--- config.mk ---
export PLATFORM = sky130hd
export DESIGN_NAME = bus_cycle_ctrl
export DESIGN_NICKNAME = d
export VERILOG_FILES = /design/src/rtl/bus_cycle_pkg.sv /design/src/rtl/bus_cycle_ctrl.sv /design/src/rtl/pin_sync.sv /design/src/rtl/cycle_def_encode.sv
export SDC_FILE = /design/constraint.sdc
export NUM_CORES = 1
export LEC_CHECK = 0
export ABC_CLOCK_PERIOD_IN_PS = 3550
export BUFFER_PORTS_ARGS = -buffer_cell sky130_fd_sc_hd__buf_2
export CAP_MARGIN = 20
export CORE_MARGIN = 10
export CORE_UTILIZATION = 45
export CTS_CLUSTER_DIAMETER = 150
export DETAILED_ROUTE_END_ITERATION = 8
export PLACE_DENSITY = 0.72
export SYNTH_ARGS = -nofsm -noshare
export SYNTH_HDL_FRONTEND = slang
export SYNTH_SLANG_ARGS = --single-unit
export TNS_END_PERCENT = 100
--- constraint.sdc ---
create_clock -name clk -period 3.55 [get_ports clk]
set_input_delay 0.355 -clock clk [delete_from_list [all_inputs] [get_ports clk]]
set_output_delay 0.355 -clock clk [all_outputs]
set_load 0.01 [all_outputs]
--- src/rtl/bus_cycle_pkg.sv ---
// shared constants and types for the bus cycle and suspend control block
package bus_cycle_pkg;
   // configuration register access through an index/data port pair
   localparam logic [15:0] INDEX_PORT      = 16'h0022;
   localparam logic [15:0] DATA_PORT       = 16'h0023;
   localparam logic [7:0]  CONFIG_INDEX    = 8'hc0;
   localparam logic [7:0]  CONFIG_RESET    = 8'h00;
   localparam logic [7:0]  UNMAPPED_READ   = 8'hff;
   localparam int          FREQ_DOUBLE_POS = 6;
   localparam int          SLEEP_EN_POS    = 3;

   // pll lock wait
   localparam int CLK_PERIOD_PS = 5000;
   localparam int LOCK_TIME_US  = 20;
   localparam int LOCK_CYCLES   = (LOCK_TIME_US * 1000 * 1000 + CLK_PERIOD_PS - 1) / CLK_PERIOD_PS;
   localparam int LOCK_CNT_W    = 12;
   localparam logic [LOCK_CNT_W-1:0] LOCK_CNT_MAX = LOCK_CNT_W'(LOCK_CYCLES);

   // special cycle byte enables
   localparam logic [3:0] HALT_BE_N     = 4'hb;
   localparam logic [3:0] SHUTDOWN_BE_N = 4'he;
   localparam int         ADDR_W        = 30;

   // interrupt slots for latch and wake vectors
   localparam int IRQ_NMI  = 0;
   localparam int IRQ_SYSMGMT  = 1;
   localparam int IRQ_MASKABLE = 2;

   // synchronised pin slots and their idle values
   localparam int PIN_SLEEP_N = 0;
   localparam int PIN_BUSY_N  = 1;
   localparam int PIN_NMI     = 2;
   localparam int PIN_SYSMGMT_N = 3;
   localparam int PIN_MASKABLE  = 4;
   localparam int PIN_LOCK    = 5;
   localparam int PIN_W       = 6;
   localparam logic [PIN_W-1:0] PIN_IDLE = 6'h0b;

   typedef enum logic [2:0] {
      CYC_INTA, CYC_IO_RD, CYC_IO_WR, CYC_CODE_RD,
      CYC_HALT, CYC_SHUTDOWN, CYC_MEM_RD, CYC_MEM_WR
   } cyc_kind_t;

   typedef enum logic [2:0] {
      ST_RUN, ST_DRAIN_REQ, ST_DRAIN_HALT, ST_SLEEP_REQ, ST_SLEEP_HALT
   } sleep_request_n_state_t;
endpackage

--- src/rtl/bus_cycle_ctrl.sv ---
// bus cycle definition outputs, clock doubling control and suspend handshake
//
// Behaviour
// - definitions valid with the cycle strobe
// - locked level late on pipelined cycles
// - definitions float during hold or float outside suspend
// - memory data cycles, locked variants low
// - halt and shutdown special byte enables
// - config bit six enables frequency doubling
// - power up undoubled until bit set
// - doubled only after lock wait elapses
// - clearing bit leaves doubled mode immediately
// - suspend keeps pll running, clock steady
// - drain work, wait coprocessor idle, acknowledge
// - suspend stops core clocks
// - negated request resumes where it stopped
// - sleep request ignored until enable bit
// - acknowledge floats until enable bit set
// - halt also enters suspend
// - halt suspend watches three interrupts
// - monitored interrupt wakes from halt suspend
// - fixed pin levels while suspended
// - request suspend latches interrupts, refuses hold and cycles
// - doubled mode may persist while suspended
module bus_cycle_ctrl (
   input  wire logic                                    clk,
   input  wire logic                                    rst_b,
   // core side bus cycle request
   input  wire logic                                    cyc_start,
   input  wire bus_cycle_pkg::cyc_kind_t                cyc_kind,
   input  wire logic                                    cyc_locked,
   input  wire logic                                    cyc_pipelined,
   input  wire logic                                    cyc_smm,
   input  wire logic [bus_cycle_pkg::ADDR_W-1:0]        cyc_addr,
   input  wire logic [3:0]                              cyc_be_n,
   output logic                                         cyc_ready,
   // core side status
   input  wire logic                                    halt_exec,
   input  wire logic                                    core_idle,
   input  wire logic                                    maskable_irq_unmasked,
   input  wire logic [2:0]                              irq_taken,
   input  wire logic                                    hold_grant,
   input  wire logic                                    float_req,
   output logic                                         core_clock_run,
   output logic      [2:0]                              wake_source,
   output logic      [2:0]                              irq_latched,
   // configuration port access
   input  wire logic                                    io_wr,
   input  wire logic                                    io_rd,
   input  wire logic [15:0]                             io_addr,
   input  wire logic [7:0]                              io_wdata,
   output logic      [7:0]                              io_rdata,
   output logic                                         io_rvalid,
   // pll
   input  wire logic                                    pll_lock,
   output logic                                         pll_enable,
   output logic                                         clock_doubled,
   // pins
   input  wire logic                                    sleep_request_n,
   input  wire logic                                    coproc_busy_n,
   input  wire logic                                    nmi,
   input  wire logic                                    sysmgmt_irq_n,
   input  wire logic                                    maskable_irq,
   output logic                                         cycle_start_strobe_n,
   output logic                                         sysmgmt_strobe_n,
   output logic                                         mem_io_n,
   output logic                                         data_ctrl_n,
   output logic                                         write_read_n,
   output logic                                         atomic_n,
   output logic      [bus_cycle_pkg::ADDR_W-1:0]        addr_upper,
   output logic      [3:0]                              byte_lane_enables_n,
   output logic                                         bus_def_oe,
   output logic                                         data_bus_float,
   output logic                                         bus_release_ack,
   output logic                                         sleep_ack_n,
   output logic                                         sleep_ack_oe
);
   localparam int LCW = bus_cycle_pkg::LOCK_CNT_W;
   localparam int AW  = bus_cycle_pkg::ADDR_W;

   if (bus_cycle_pkg::LOCK_CYCLES >= (1 << LCW) || bus_cycle_pkg::LOCK_CYCLES < 1)
   begin : g_bad_lock
      $error("lock wait does not fit its counter");
   end

   typedef struct packed {
      bus_cycle_pkg::sleep_request_n_state_t st;
      logic [7:0]                 cfg;
      logic                       idx_ok;
      logic [LCW-1:0]             lock_cnt;
      logic                       doubled;
      logic                       strobe_n;
      logic                       smm_strobe_n;
      logic                       mio_n;
      logic                       dc_n;
      logic                       wr_n;
      logic                       atomic_n;
      logic                       atomic_pend;
      logic                       atomic_next;
      logic [AW-1:0]              addr;
      logic [3:0]                 be_n;
      logic                       def_oe;
      logic                       release_ack;
      logic                       data_float;
      logic [2:0]                 irq_latched;
      logic [2:0]                 wake;
      logic [7:0]                 rdata;
      logic                       rvalid;
   } state_t;

   state_t s;
   state_t next_s;

   logic [bus_cycle_pkg::PIN_W-1:0] pins_s;
   logic                            enc_mio_n;
   logic                            enc_dc_n;
   logic                            enc_wr_n;
   logic                            enc_atomic_n;
   logic                            enc_special;
   logic [3:0]                      enc_be_n;
   logic                            sleep_en;
   logic                            suspended;
   logic [2:0]                      irq_now;
   logic [2:0]                      wake_now;

   // every asynchronous pin is resynchronised before use
   pin_sync #(
      .W       (bus_cycle_pkg::PIN_W),
      .RST_VAL (bus_cycle_pkg::PIN_IDLE)
   ) u_pin_sync (
      .clk   (clk),
      .rst_b (rst_b),
      .din   ({pll_lock, maskable_irq, sysmgmt_irq_n, nmi, coproc_busy_n, sleep_request_n}),
      .dout  (pins_s)
   );

   cycle_def_encode u_encode (
      .kind         (cyc_kind),
      .locked       (cyc_locked),
      .mio_n        (enc_mio_n),
      .dc_n         (enc_dc_n),
      .wr_n         (enc_wr_n),
      .atomic_n     (enc_atomic_n),
      .special      (enc_special),
      .special_be_n (enc_be_n)
   );

   assign sleep_en  = s.cfg[bus_cycle_pkg::SLEEP_EN_POS];
   assign suspended = (s.st == bus_cycle_pkg::ST_SLEEP_REQ) ||
                      (s.st == bus_cycle_pkg::ST_SLEEP_HALT);

   always_comb begin
      irq_now = '0;
      irq_now[bus_cycle_pkg::IRQ_NMI]  = pins_s[bus_cycle_pkg::PIN_NMI];
      irq_now[bus_cycle_pkg::IRQ_SYSMGMT]  = !pins_s[bus_cycle_pkg::PIN_SYSMGMT_N];
      irq_now[bus_cycle_pkg::IRQ_MASKABLE] = pins_s[bus_cycle_pkg::PIN_MASKABLE];
      wake_now = irq_now;
      wake_now[bus_cycle_pkg::IRQ_MASKABLE] = irq_now[bus_cycle_pkg::IRQ_MASKABLE] &&
                                              maskable_irq_unmasked;
   end

   // cycles are still accepted while draining so pending bus work can finish
   assign cyc_ready = !suspended;

   always_comb begin
      next_s        = s;
      next_s.strobe_n     = 1'b1;
      next_s.smm_strobe_n = 1'b1;
      next_s.rvalid = 1'b0;
      next_s.wake   = '0;

      // index write arms a single data access, so each access needs a fresh index
      if (io_wr && io_addr == bus_cycle_pkg::INDEX_PORT) begin
         next_s.idx_ok = (io_wdata == bus_cycle_pkg::CONFIG_INDEX);
      end else if ((io_wr || io_rd) && io_addr == bus_cycle_pkg::DATA_PORT) begin
         next_s.idx_ok = 1'b0;
         if (io_wr && s.idx_ok) begin
            next_s.cfg = io_wdata;
         end
      end
      if (io_rd && (io_addr == bus_cycle_pkg::INDEX_PORT ||
                    io_addr == bus_cycle_pkg::DATA_PORT)) begin
         next_s.rvalid = 1'b1;
         next_s.rdata  = (io_addr == bus_cycle_pkg::DATA_PORT && s.idx_ok) ?
                         s.cfg : bus_cycle_pkg::UNMAPPED_READ;
      end

      // doubling waits out the lock time; clearing the bit drops it at once
      if (!next_s.cfg[bus_cycle_pkg::FREQ_DOUBLE_POS]) begin
         next_s.lock_cnt = '0;
         next_s.doubled  = 1'b0;
      end else begin
         if (s.lock_cnt != bus_cycle_pkg::LOCK_CNT_MAX) begin
            next_s.lock_cnt = s.lock_cnt + 1'b1;
         end
         // losing lock, e.g. after an input clock change, falls back to undoubled
         next_s.doubled = (s.lock_cnt == bus_cycle_pkg::LOCK_CNT_MAX) &&
                          pins_s[bus_cycle_pkg::PIN_LOCK];
      end

      // set wins over clear
      next_s.irq_latched = s.irq_latched & ~irq_taken;
      if (s.st == bus_cycle_pkg::ST_SLEEP_REQ) begin
         next_s.irq_latched = next_s.irq_latched | irq_now;
      end

      case (s.st)
         bus_cycle_pkg::ST_RUN: begin
            if (sleep_en && !pins_s[bus_cycle_pkg::PIN_SLEEP_N]) begin
               next_s.st = bus_cycle_pkg::ST_DRAIN_REQ;
            end else if (sleep_en && halt_exec) begin
               next_s.st = bus_cycle_pkg::ST_DRAIN_HALT;
            end
         end
         bus_cycle_pkg::ST_DRAIN_REQ: begin
            if (core_idle && pins_s[bus_cycle_pkg::PIN_BUSY_N]) begin
               next_s.st = bus_cycle_pkg::ST_SLEEP_REQ;
            end
         end
         bus_cycle_pkg::ST_DRAIN_HALT: begin
            if (core_idle && pins_s[bus_cycle_pkg::PIN_BUSY_N]) begin
               next_s.st = bus_cycle_pkg::ST_SLEEP_HALT;
            end
         end
         bus_cycle_pkg::ST_SLEEP_REQ: begin
            if (pins_s[bus_cycle_pkg::PIN_SLEEP_N]) begin
               next_s.st = bus_cycle_pkg::ST_RUN;
            end
         end
         bus_cycle_pkg::ST_SLEEP_HALT: begin
            // sleep request is not looked at here
            if (|wake_now) begin
               next_s.st   = bus_cycle_pkg::ST_RUN;
               next_s.wake = wake_now;
            end
         end
         default: begin
            next_s.st = bus_cycle_pkg::ST_RUN;
         end
      endcase

      // a pipelined cycle shows its locked level one clock after its strobe
      if (s.atomic_pend) begin
         next_s.atomic_n = s.atomic_next;
      end
      next_s.atomic_pend = 1'b0;
      if (cyc_start && cyc_ready) begin
         next_s.strobe_n     = cyc_smm;
         next_s.smm_strobe_n = !cyc_smm;
         next_s.mio_n = enc_mio_n;
         next_s.dc_n  = enc_dc_n;
         next_s.wr_n  = enc_wr_n;
         next_s.addr  = enc_special ? '0 : cyc_addr;
         next_s.be_n  = enc_special ? enc_be_n : cyc_be_n;
         if (cyc_pipelined) begin
            next_s.atomic_pend = 1'b1;
            next_s.atomic_next = enc_atomic_n;
         end else begin
            next_s.atomic_n = enc_atomic_n;
         end
      end

      next_s.release_ack = hold_grant && !suspended;
      next_s.def_oe      = !(next_s.release_ack || float_req);
      next_s.data_float  = !next_s.def_oe;

      if (next_s.st == bus_cycle_pkg::ST_SLEEP_REQ ||
          next_s.st == bus_cycle_pkg::ST_SLEEP_HALT) begin
         next_s.strobe_n     = 1'b1;
         next_s.smm_strobe_n = 1'b1;
         next_s.dc_n         = 1'b1;
         next_s.atomic_n     = 1'b1;
         next_s.atomic_pend  = 1'b0;
         next_s.addr         = '1;
         next_s.be_n         = '0;
         next_s.mio_n        = 1'b0;
         next_s.wr_n         = 1'b0;
         next_s.release_ack  = 1'b0;
         next_s.def_oe       = 1'b1;
         next_s.data_float   = 1'b1;
      end
   end

   always_ff @(posedge clk or negedge rst_b) begin
      if (!rst_b) begin
         s <= '{st: bus_cycle_pkg::ST_RUN, cfg: bus_cycle_pkg::CONFIG_RESET,
                strobe_n: 1'b1, smm_strobe_n: 1'b1, dc_n: 1'b1, atomic_n: 1'b1,
                addr: '1, def_oe: 1'b1, data_float: 1'b1, default: '0};
      end else begin
         s <= next_s;
      end
   end

   assign cycle_start_strobe_n = s.strobe_n;
   assign sysmgmt_strobe_n     = s.smm_strobe_n;
   assign mem_io_n             = s.mio_n;
   assign data_ctrl_n          = s.dc_n;
   assign write_read_n         = s.wr_n;
   assign atomic_n             = s.atomic_n;
   assign addr_upper           = s.addr;
   assign byte_lane_enables_n  = s.be_n;
   assign bus_def_oe           = s.def_oe;
   assign data_bus_float       = s.data_float;
   assign bus_release_ack      = s.release_ack;
   assign sleep_ack_n          = !suspended;
   assign sleep_ack_oe         = sleep_en;
   // the pll is not gated by suspend so lock survives a steady input clock
   assign pll_enable           = s.cfg[bus_cycle_pkg::FREQ_DOUBLE_POS];
   assign clock_doubled        = s.doubled;
   assign core_clock_run       = !suspended;
   assign wake_source          = s.wake;
   assign irq_latched          = s.irq_latched;
   assign io_rdata             = s.rdata;
   assign io_rvalid            = s.rvalid;
endmodule

--- src/rtl/pin_sync.sv ---
// two flip-flop synchroniser for pins arriving from outside the clock domain
module pin_sync #(
   parameter int                W       = 1,
   parameter logic [W-1:0]      RST_VAL = '0
) (
   input  wire logic            clk,
   input  wire logic            rst_b,
   input  wire logic [W-1:0]    din,
   output logic      [W-1:0]    dout
);
   typedef struct packed {
      logic [W-1:0] meta;
      logic [W-1:0] q;
   } sync_t;

   sync_t s;
   sync_t next_s;

   if (W < 1) begin : g_bad_width
      $error("pin_sync width must be at least one");
   end

   // the first stage feeds only the second stage
   always_comb begin
      next_s.meta = din;
      next_s.q    = s.meta;
   end

   always_ff @(posedge clk or negedge rst_b) begin
      if (!rst_b) begin
         s <= '{meta: RST_VAL, q: RST_VAL};
      end else begin
         s <= next_s;
      end
   end

   assign dout = s.q;
endmodule

--- src/rtl/cycle_def_encode.sv ---
// decodes a bus cycle kind into the four definition levels and special enables
module cycle_def_encode (
   input  wire bus_cycle_pkg::cyc_kind_t kind,
   input  wire logic                     locked,
   output logic                          mio_n,
   output logic                          dc_n,
   output logic                          wr_n,
   output logic                          atomic_n,
   output logic                          special,
   output logic      [3:0]               special_be_n
);
   always_comb begin
      special      = 1'b0;
      special_be_n = 4'h0;
      atomic_n     = 1'b1;
      case (kind)
         bus_cycle_pkg::CYC_INTA: begin
            // acknowledge is always locked
            {mio_n, dc_n, wr_n, atomic_n} = 4'h0;
         end
         bus_cycle_pkg::CYC_IO_RD: begin
            {mio_n, dc_n, wr_n} = 3'h2;
         end
         bus_cycle_pkg::CYC_IO_WR: begin
            {mio_n, dc_n, wr_n} = 3'h3;
         end
         bus_cycle_pkg::CYC_CODE_RD: begin
            {mio_n, dc_n, wr_n} = 3'h4;
         end
         bus_cycle_pkg::CYC_HALT, bus_cycle_pkg::CYC_SHUTDOWN: begin
            {mio_n, dc_n, wr_n} = 3'h5;
            special = 1'b1;
            special_be_n = (kind == bus_cycle_pkg::CYC_HALT) ?
                           bus_cycle_pkg::HALT_BE_N : bus_cycle_pkg::SHUTDOWN_BE_N;
         end
         bus_cycle_pkg::CYC_MEM_RD: begin
            {mio_n, dc_n, wr_n} = 3'h6;
            atomic_n = !locked;
         end
         bus_cycle_pkg::CYC_MEM_WR: begin
            {mio_n, dc_n, wr_n} = 3'h7;
            atomic_n = !locked;
         end
         default: begin
            {mio_n, dc_n, wr_n} = 3'h6;
         end
      endcase
   end
endmodule

* Word-level counts from Yosys, hierarchy flattened
Index checks and enable logic that the tools add are counted.
W data, S select, Z words.
** Operators by class
- Add/subtract/negate cells :: 1
- Eq/ne operators :: 19
- Mux-type cells :: 33
- Bitwise operators :: 4
- Reductions and logical operators :: 38
** Operators with widths (number)
- $mux W42 :: 1
- $mux W37 :: 1
- $eq A16 B6 Y1 const B :: 2
- $mux W3 :: 10
- $mux W30 :: 1
- $mux W7 :: 3
- $eq A3 B3 Y1 const B :: 6
- $mux W8 :: 2
- $reduce_or A4 Y1 :: 4
- $eq A3 B2 Y1 const B :: 5
- $pmux W3 S5 :: 1
- $mux W13 :: 1
- $add A12 B1 Y12 const B :: 1
- $eq A12 B12 Y1 const B :: 1
- $logic_and A1 B1 Y1 :: 12
- $mux W12 :: 1
- $ne A12 B12 Y1 const B :: 1
- $eq A8 B8 Y1 const B :: 1
- $mux W4 :: 2
- $pmux W1 S2 :: 4
- $eq A3 B1 Y1 const B :: 2
- $logic_not A1 Y1 :: 6
- $logic_not A3 Y1 :: 2
- $reduce_or A3 Y1 :: 2
- other kinds (13) :: 23
** Word-level totals
- Register bits :: 97
- Bits of input ports :: 83
- Output and inout bits :: 64

* Logic depth before layout (Yosys ltp)
- Depth after elaboration :: 7
- Mapped depth :: 7

* Hierarchy
Synthesis repeated with hierarchy kept, for this count alone.
** Second synthesis, totals
- Cells, all modules :: 456
- Area total of the unflattened synthesis :: 4692.0 um2
** By module, submodules not included
- bus_cycle_ctrl :: times used 1, cells an instance 432, area each 4292.9 um2, seq. area each 2172.1 um2
- pin_sync :: times used 1, cells an instance 12, area each 307.8 um2, seq. area each 307.8 um2
- cycle_def_encode :: times used 1, cells an instance 12, area each 91.3 um2, seq. area each 0.0 um2

* Least setup slack after synthesis
No wires, ideal clock.
- Path kind :: input port to flip-flop
- Start point :: input port io_addr[6]
- End point :: register s[62] in the netlist's numbering
- Setup time :: 0.073 ns
- Arrival time :: 2.166 ns
- Required time :: 3.477 ns
- Path slack :: 1.311 ns
- Stages :: 6
- Path buffers :: 2
- Cells stage by stage :: or4_1 -> or4_4 -> or3_1 -> buf_2 -> buf_6 -> a21oi_2
** Between the ends
- Cells in the longest elaborated chain, start to end :: 5
- Elaborated cells between the ends (all ways) :: 8
- Classes of those cells :: 3 x eq/ne; 3 x mux; 2 x reduce/logical
** RTL lines
- start, declared :: line bus_cycle_ctrl.sv:50 : input wire logic [15:0] io_addr,
- $eq A16 B6 Y1 :: line bus_cycle_ctrl.sv:175 : end else if ((io_wr || io_rd) && io_addr == bus_cycle_pkg::DATA_PORT) begin
- $logic_and A1 B1 Y1 :: line bus_cycle_ctrl.sv:175
- $mux W8 :: line bus_cycle_ctrl.sv:175
- $mux W7 (*) :: line bus_cycle_ctrl.sv:173 : if (io_wr && io_addr == bus_cycle_pkg::INDEX_PORT) begin
- $ne A2 B1 Y1 (no line) / $mux W13 (equally long branches)
- end signal, assigned :: line bus_cycle_ctrl.sv:286 : s <= '{st: bus_cycle_pkg::ST_RUN, cfg: bus_cycle_pkg::CONFIG_RESET,
- end signal, assigned :: line bus_cycle_ctrl.sv:290 : s <= next_s;
- end, declared :: line bus_cycle_ctrl.sv:111 : state_t s;
Every way passes the cells marked *; elsewhere a longest branch is shown, timed or not. The select of a mux whose other input is x is not followed.
A chain may end at the register's enable or synchronous reset.

* Worst setup path in the final report
- Start point :: register s[82] in the netlist's numbering
- End point :: register s (netlist bit addr_upper[5])
** Between the ends
- Cells in the longest elaborated chain, start to end :: 6
- Elaborated cells between the ends (all ways) :: 20
- Classes of those cells :: 6 x eq/ne; 8 x mux; 6 x reduce/logical
** RTL lines
- $mux W3 :: line bus_cycle_ctrl.sv:211 : end else if (sleep_en && halt_exec) begin
- $mux W3 :: line bus_cycle_ctrl.sv:209 : if (sleep_en && !pins_s[bus_cycle_pkg::PIN_SLEEP_N]) begin
- $pmux W3 S5 :: line bus_cycle_ctrl.sv:207 : case (s.st)
- $eq A3 B2 Y1 / $eq A3 B3 Y1 (equally long branches) :: line bus_cycle_ctrl.sv:267, bus_cycle_ctrl.sv:268
- $logic_or A1 B1 Y1 :: line bus_cycle_ctrl.sv:267 : if (next_s.st == bus_cycle_pkg::ST_SLEEP_REQ ||
- $mux W37 / $reduce_bool A2 Y1 (equally long branches)
Several ways; a longest one is shown, not always the timed one.

==> impl_metrics.env <==
export IMPL_status="finished, final reports clean"
export IMPL_crit_path_start_kind="flip-flop"
export IMPL_start_util_pct=46.5
export IMPL_worstMarginPinSlew_ns=0.985
export IMPL_nets=587
export IMPL_maxCapViolCount=0
export IMPL_worstPathCellList="nand3b_1 > a311oi_1 > a21o_1 > buf_4 > a211o_1"
export IMPL_route_vias_total=3254
export IMPL_clock_path_buffers=2
export IMPL_avgRoutedWirePerCell_microns=16.7
export IMPL_cts_setup_buffers=0
export IMPL_dr_pass1_iters=4
export IMPL_design_area_sq_um=5230
export IMPL_finalSetupViolCount=0
export IMPL_cts_root_buf="clkbuf_8"
export IMPL_leakage_uw=0.00274
export IMPL_die_w_microns=121
export IMPL_ys_top_cells_by_area="dfrtp_1 (30%), dfstp_2 (24%), buf_4 (8.4%)"
export IMPL_rsz0062_at_grt="no"
export IMPL_path_class="flip-flop to flip-flop"
export IMPL_final_util_pct=53.2
export IMPL_final_setup_skew_ns=0.0119
export IMPL_power_uw=2100
export IMPL_ant_nets=0
export IMPL_cts_resized=0
export IMPL_ctsHoldBuffers=0
export IMPL_grt_max_degree=78
export IMPL_cts_tree="yes"
export IMPL_cp_max_fo=23
export IMPL_cts_max_level=3
export IMPL_grt_pass1_wl_microns=17200
export IMPL_placed_cells=624
export IMPL_final_instance_count_excl_fill=642
export IMPL_synth_area_sq_um=4570
export IMPL_clk_pin_slew_ns=0.09
export IMPL_arrival_ns=2.59
export IMPL_fill_cells=918
export IMPL_peakVddDrop_uv=148
export IMPL_rows=36
export IMPL_yosys_area_top_type="dfrtp_1"
export IMPL_grt_overflow_total=0
export IMPL_synth_cells=409
export IMPL_numCtsBuffers=9
export IMPL_area_growth_pct=14.4
export IMPL_yosysSeqAreaShare_pct=54.3
export IMPL_wirelength_microns=10700
export IMPL_synth_top_area_share_pct=30.1
export IMPL_gp_congestion=0.790
export IMPL_crit_required_ns=3.85
export IMPL_grt_pass1_vias=3414
export IMPL_ys_async_sr_fraction_pct=100
export IMPL_max_freq_mhz=435
export IMPL_hold_viol=0
export IMPL_yosys_warnings=0
export IMPL_holdCritStartpoint="sysmgmt_irq_n"
export IMPL_placed_area_sq_um=5060
export IMPL_cts_num_sinks=97
export IMPL_die_h_microns=121
export IMPL_ios=147
export IMPL_synthFlopType="dfrtp_1"
export IMPL_cpPeakStageDelay_ns=0.65
export IMPL_port_buffers=146
export IMPL_crit_start="s[82]"
export IMPL_fin_tns_setup_ns=0
export IMPL_drive_above_1_share_pct=45.6
export IMPL_hp_class="input port to flip-flop"
export IMPL_synth_nets=494
export IMPL_drc=0
export IMPL_dp_hpwl_microns=8060
export IMPL_slew_viol_final=0
export IMPL_drt_initial_drc_count=156
export IMPL_avgSynthCellArea_sq_um=11.2
export IMPL_synth_cell_type_count=49
export IMPL_vias_per_cell=5.07
export IMPL_post_route_period_util_pct=64.7
export IMPL_ys_ff_latch=97
export IMPL_end_kind="flip-flop"
export IMPL_antenna_found_initial=2
export IMPL_track_usage_pct=14.6
export IMPL_power_density_nw_per_um2=401
export IMPL_synth_edff_count=0
export IMPL_slew_headroom_pct=34.3
export IMPL_post_route_min_period_ns=2.30
export IMPL_coreArea_sq_um=9820
export IMPL_insertion_delay_ns=0.36
export IMPL_die_area_sq_um=14600
export IMPL_timing_rr_start="s[82]"
export IMPL_slowest_stage="a21o_1"
## registers in the layout, indices dropped and copies added, names as in the netlist, 3 cells and up
signal / flops
addr_upper: 30
byte_lane_enables_n: 4
io_rdata: 8
irq_latched: 3
s: 24
u_pin_sync.dout: 6
u_pin_sync.next_s: 6
wake_source: 3
## critical path: cells and delay by family (launching register included)
kind | cells | cell delay, ns
flip-flops | 1 | 0.50
AND/OR/NAND/NOR | 1 | 0.21
buffers and inverters | 1 | 0.35
AO/OA/AOI/OAI | 3 | 1.17
## final timing paths
kind,endpoint,slack [ns],depth (start not counted)
setup / recovery,addr_upper[5],1.25,5
hold reg to reg,u_pin_sync.dout[2],0.35,0
hold / removal,u_pin_sync.next_s[3],0.08,1
setup reg to reg,addr_upper[5],1.25,5
max in group asynchronous,addr_upper[24],2.49,2
min in group asynchronous,bus_release_ack,0.10,1
## power by group
part	internal, uW	total [uW]	switching (uW)
combinational	116	245	129
clock	273	636	363
sequential	1190	1220	26.6
## routing by layer
metal	GRT usage, %	vias up	part of all wire [%]
met5	0	-	0
met4	4.75	0	1.3
met3	7.07	13	10
met2	22.7	119	47
met1	17.2	1556	41
li1	-	1566	-
## synth_stat cells (all sizes together) (2+ instances only)
cell    instances
a211oi          4
mux2i          10
dfstp          42
a31oi           2
xnor2          11
dfrtp          55
a21oi          18
a21o            2
nand2b          4
nor2b           4
nand4           2
mux2            8
nor4            4
or4             4
and3           32
nand3           7
a311oi          4
or3b            3
nand3b          4
ha              2
a211o          31
and3b           2
nand2          12
clkbuf         17
or3             2
inv            20
nor2           24
nor3            9
o21ai           5
buf            54
## per-stage QoR
step                setup slack (ns)  hold slack (ns)
floorplan                       1.31           0.0594
global placement               0.991            0.335
detailed placement             0.960            0.335
CTS                             1.22           0.0679
global route                    1.00           0.0531
finish                          1.25           0.0848
## area by class of cell
class                           count  area [sq um]  share of cell area [%]
Timing Repair Buffer              153           786                    15.0
Sequential cell                    97          2480                    47.4
Antenna cell                        2          5.00                  0.0957
Inverter                           20          75.1                    1.44
Multi-Input combinational cell    221          1550                    29.6
Clock buffer                       13           149                    2.85
Clock inverter                      3          17.5                   0.335
Tap cell                          133           166                    3.18
## layout by cell type, fill, tap and decap left out, types with 3 or more instances in the layout
cell and n:
buf_2 145, dfrtp_1 55, dfstp_2 42, and3_1 32, a211o_1 31, nor2_1 23, inv_1 20, nand2_1 12
xnor2_1 11, mux2i_1 10, clkbuf_8 10, a21oi_1 9, nor3_1 9, a21oi_2 9, mux2_2 8, buf_4 8
nand3_1 7, nand3b_1 4, nor2b_1 4, nand2b_1 4, a311oi_1 4, o21ai_0 4, nor4_1 4, or4_1 3
or3b_2 3, a211oi_1 3, clkbuf_1 3
## cells by family after synthesis
logic type	after synthesis	share of synthesized area, %
AO/OA/AOI/OAI	70	12.0
adder cells (fa/ha/maj)	2	0.547
buffers and inverters	91	11.9
XOR/XNOR	12	2.30
multiplexers	18	4.16
AND/OR/NAND/NOR	119	14.9
flip-flops	97	54.3
(Power assumes the default switching activity.)
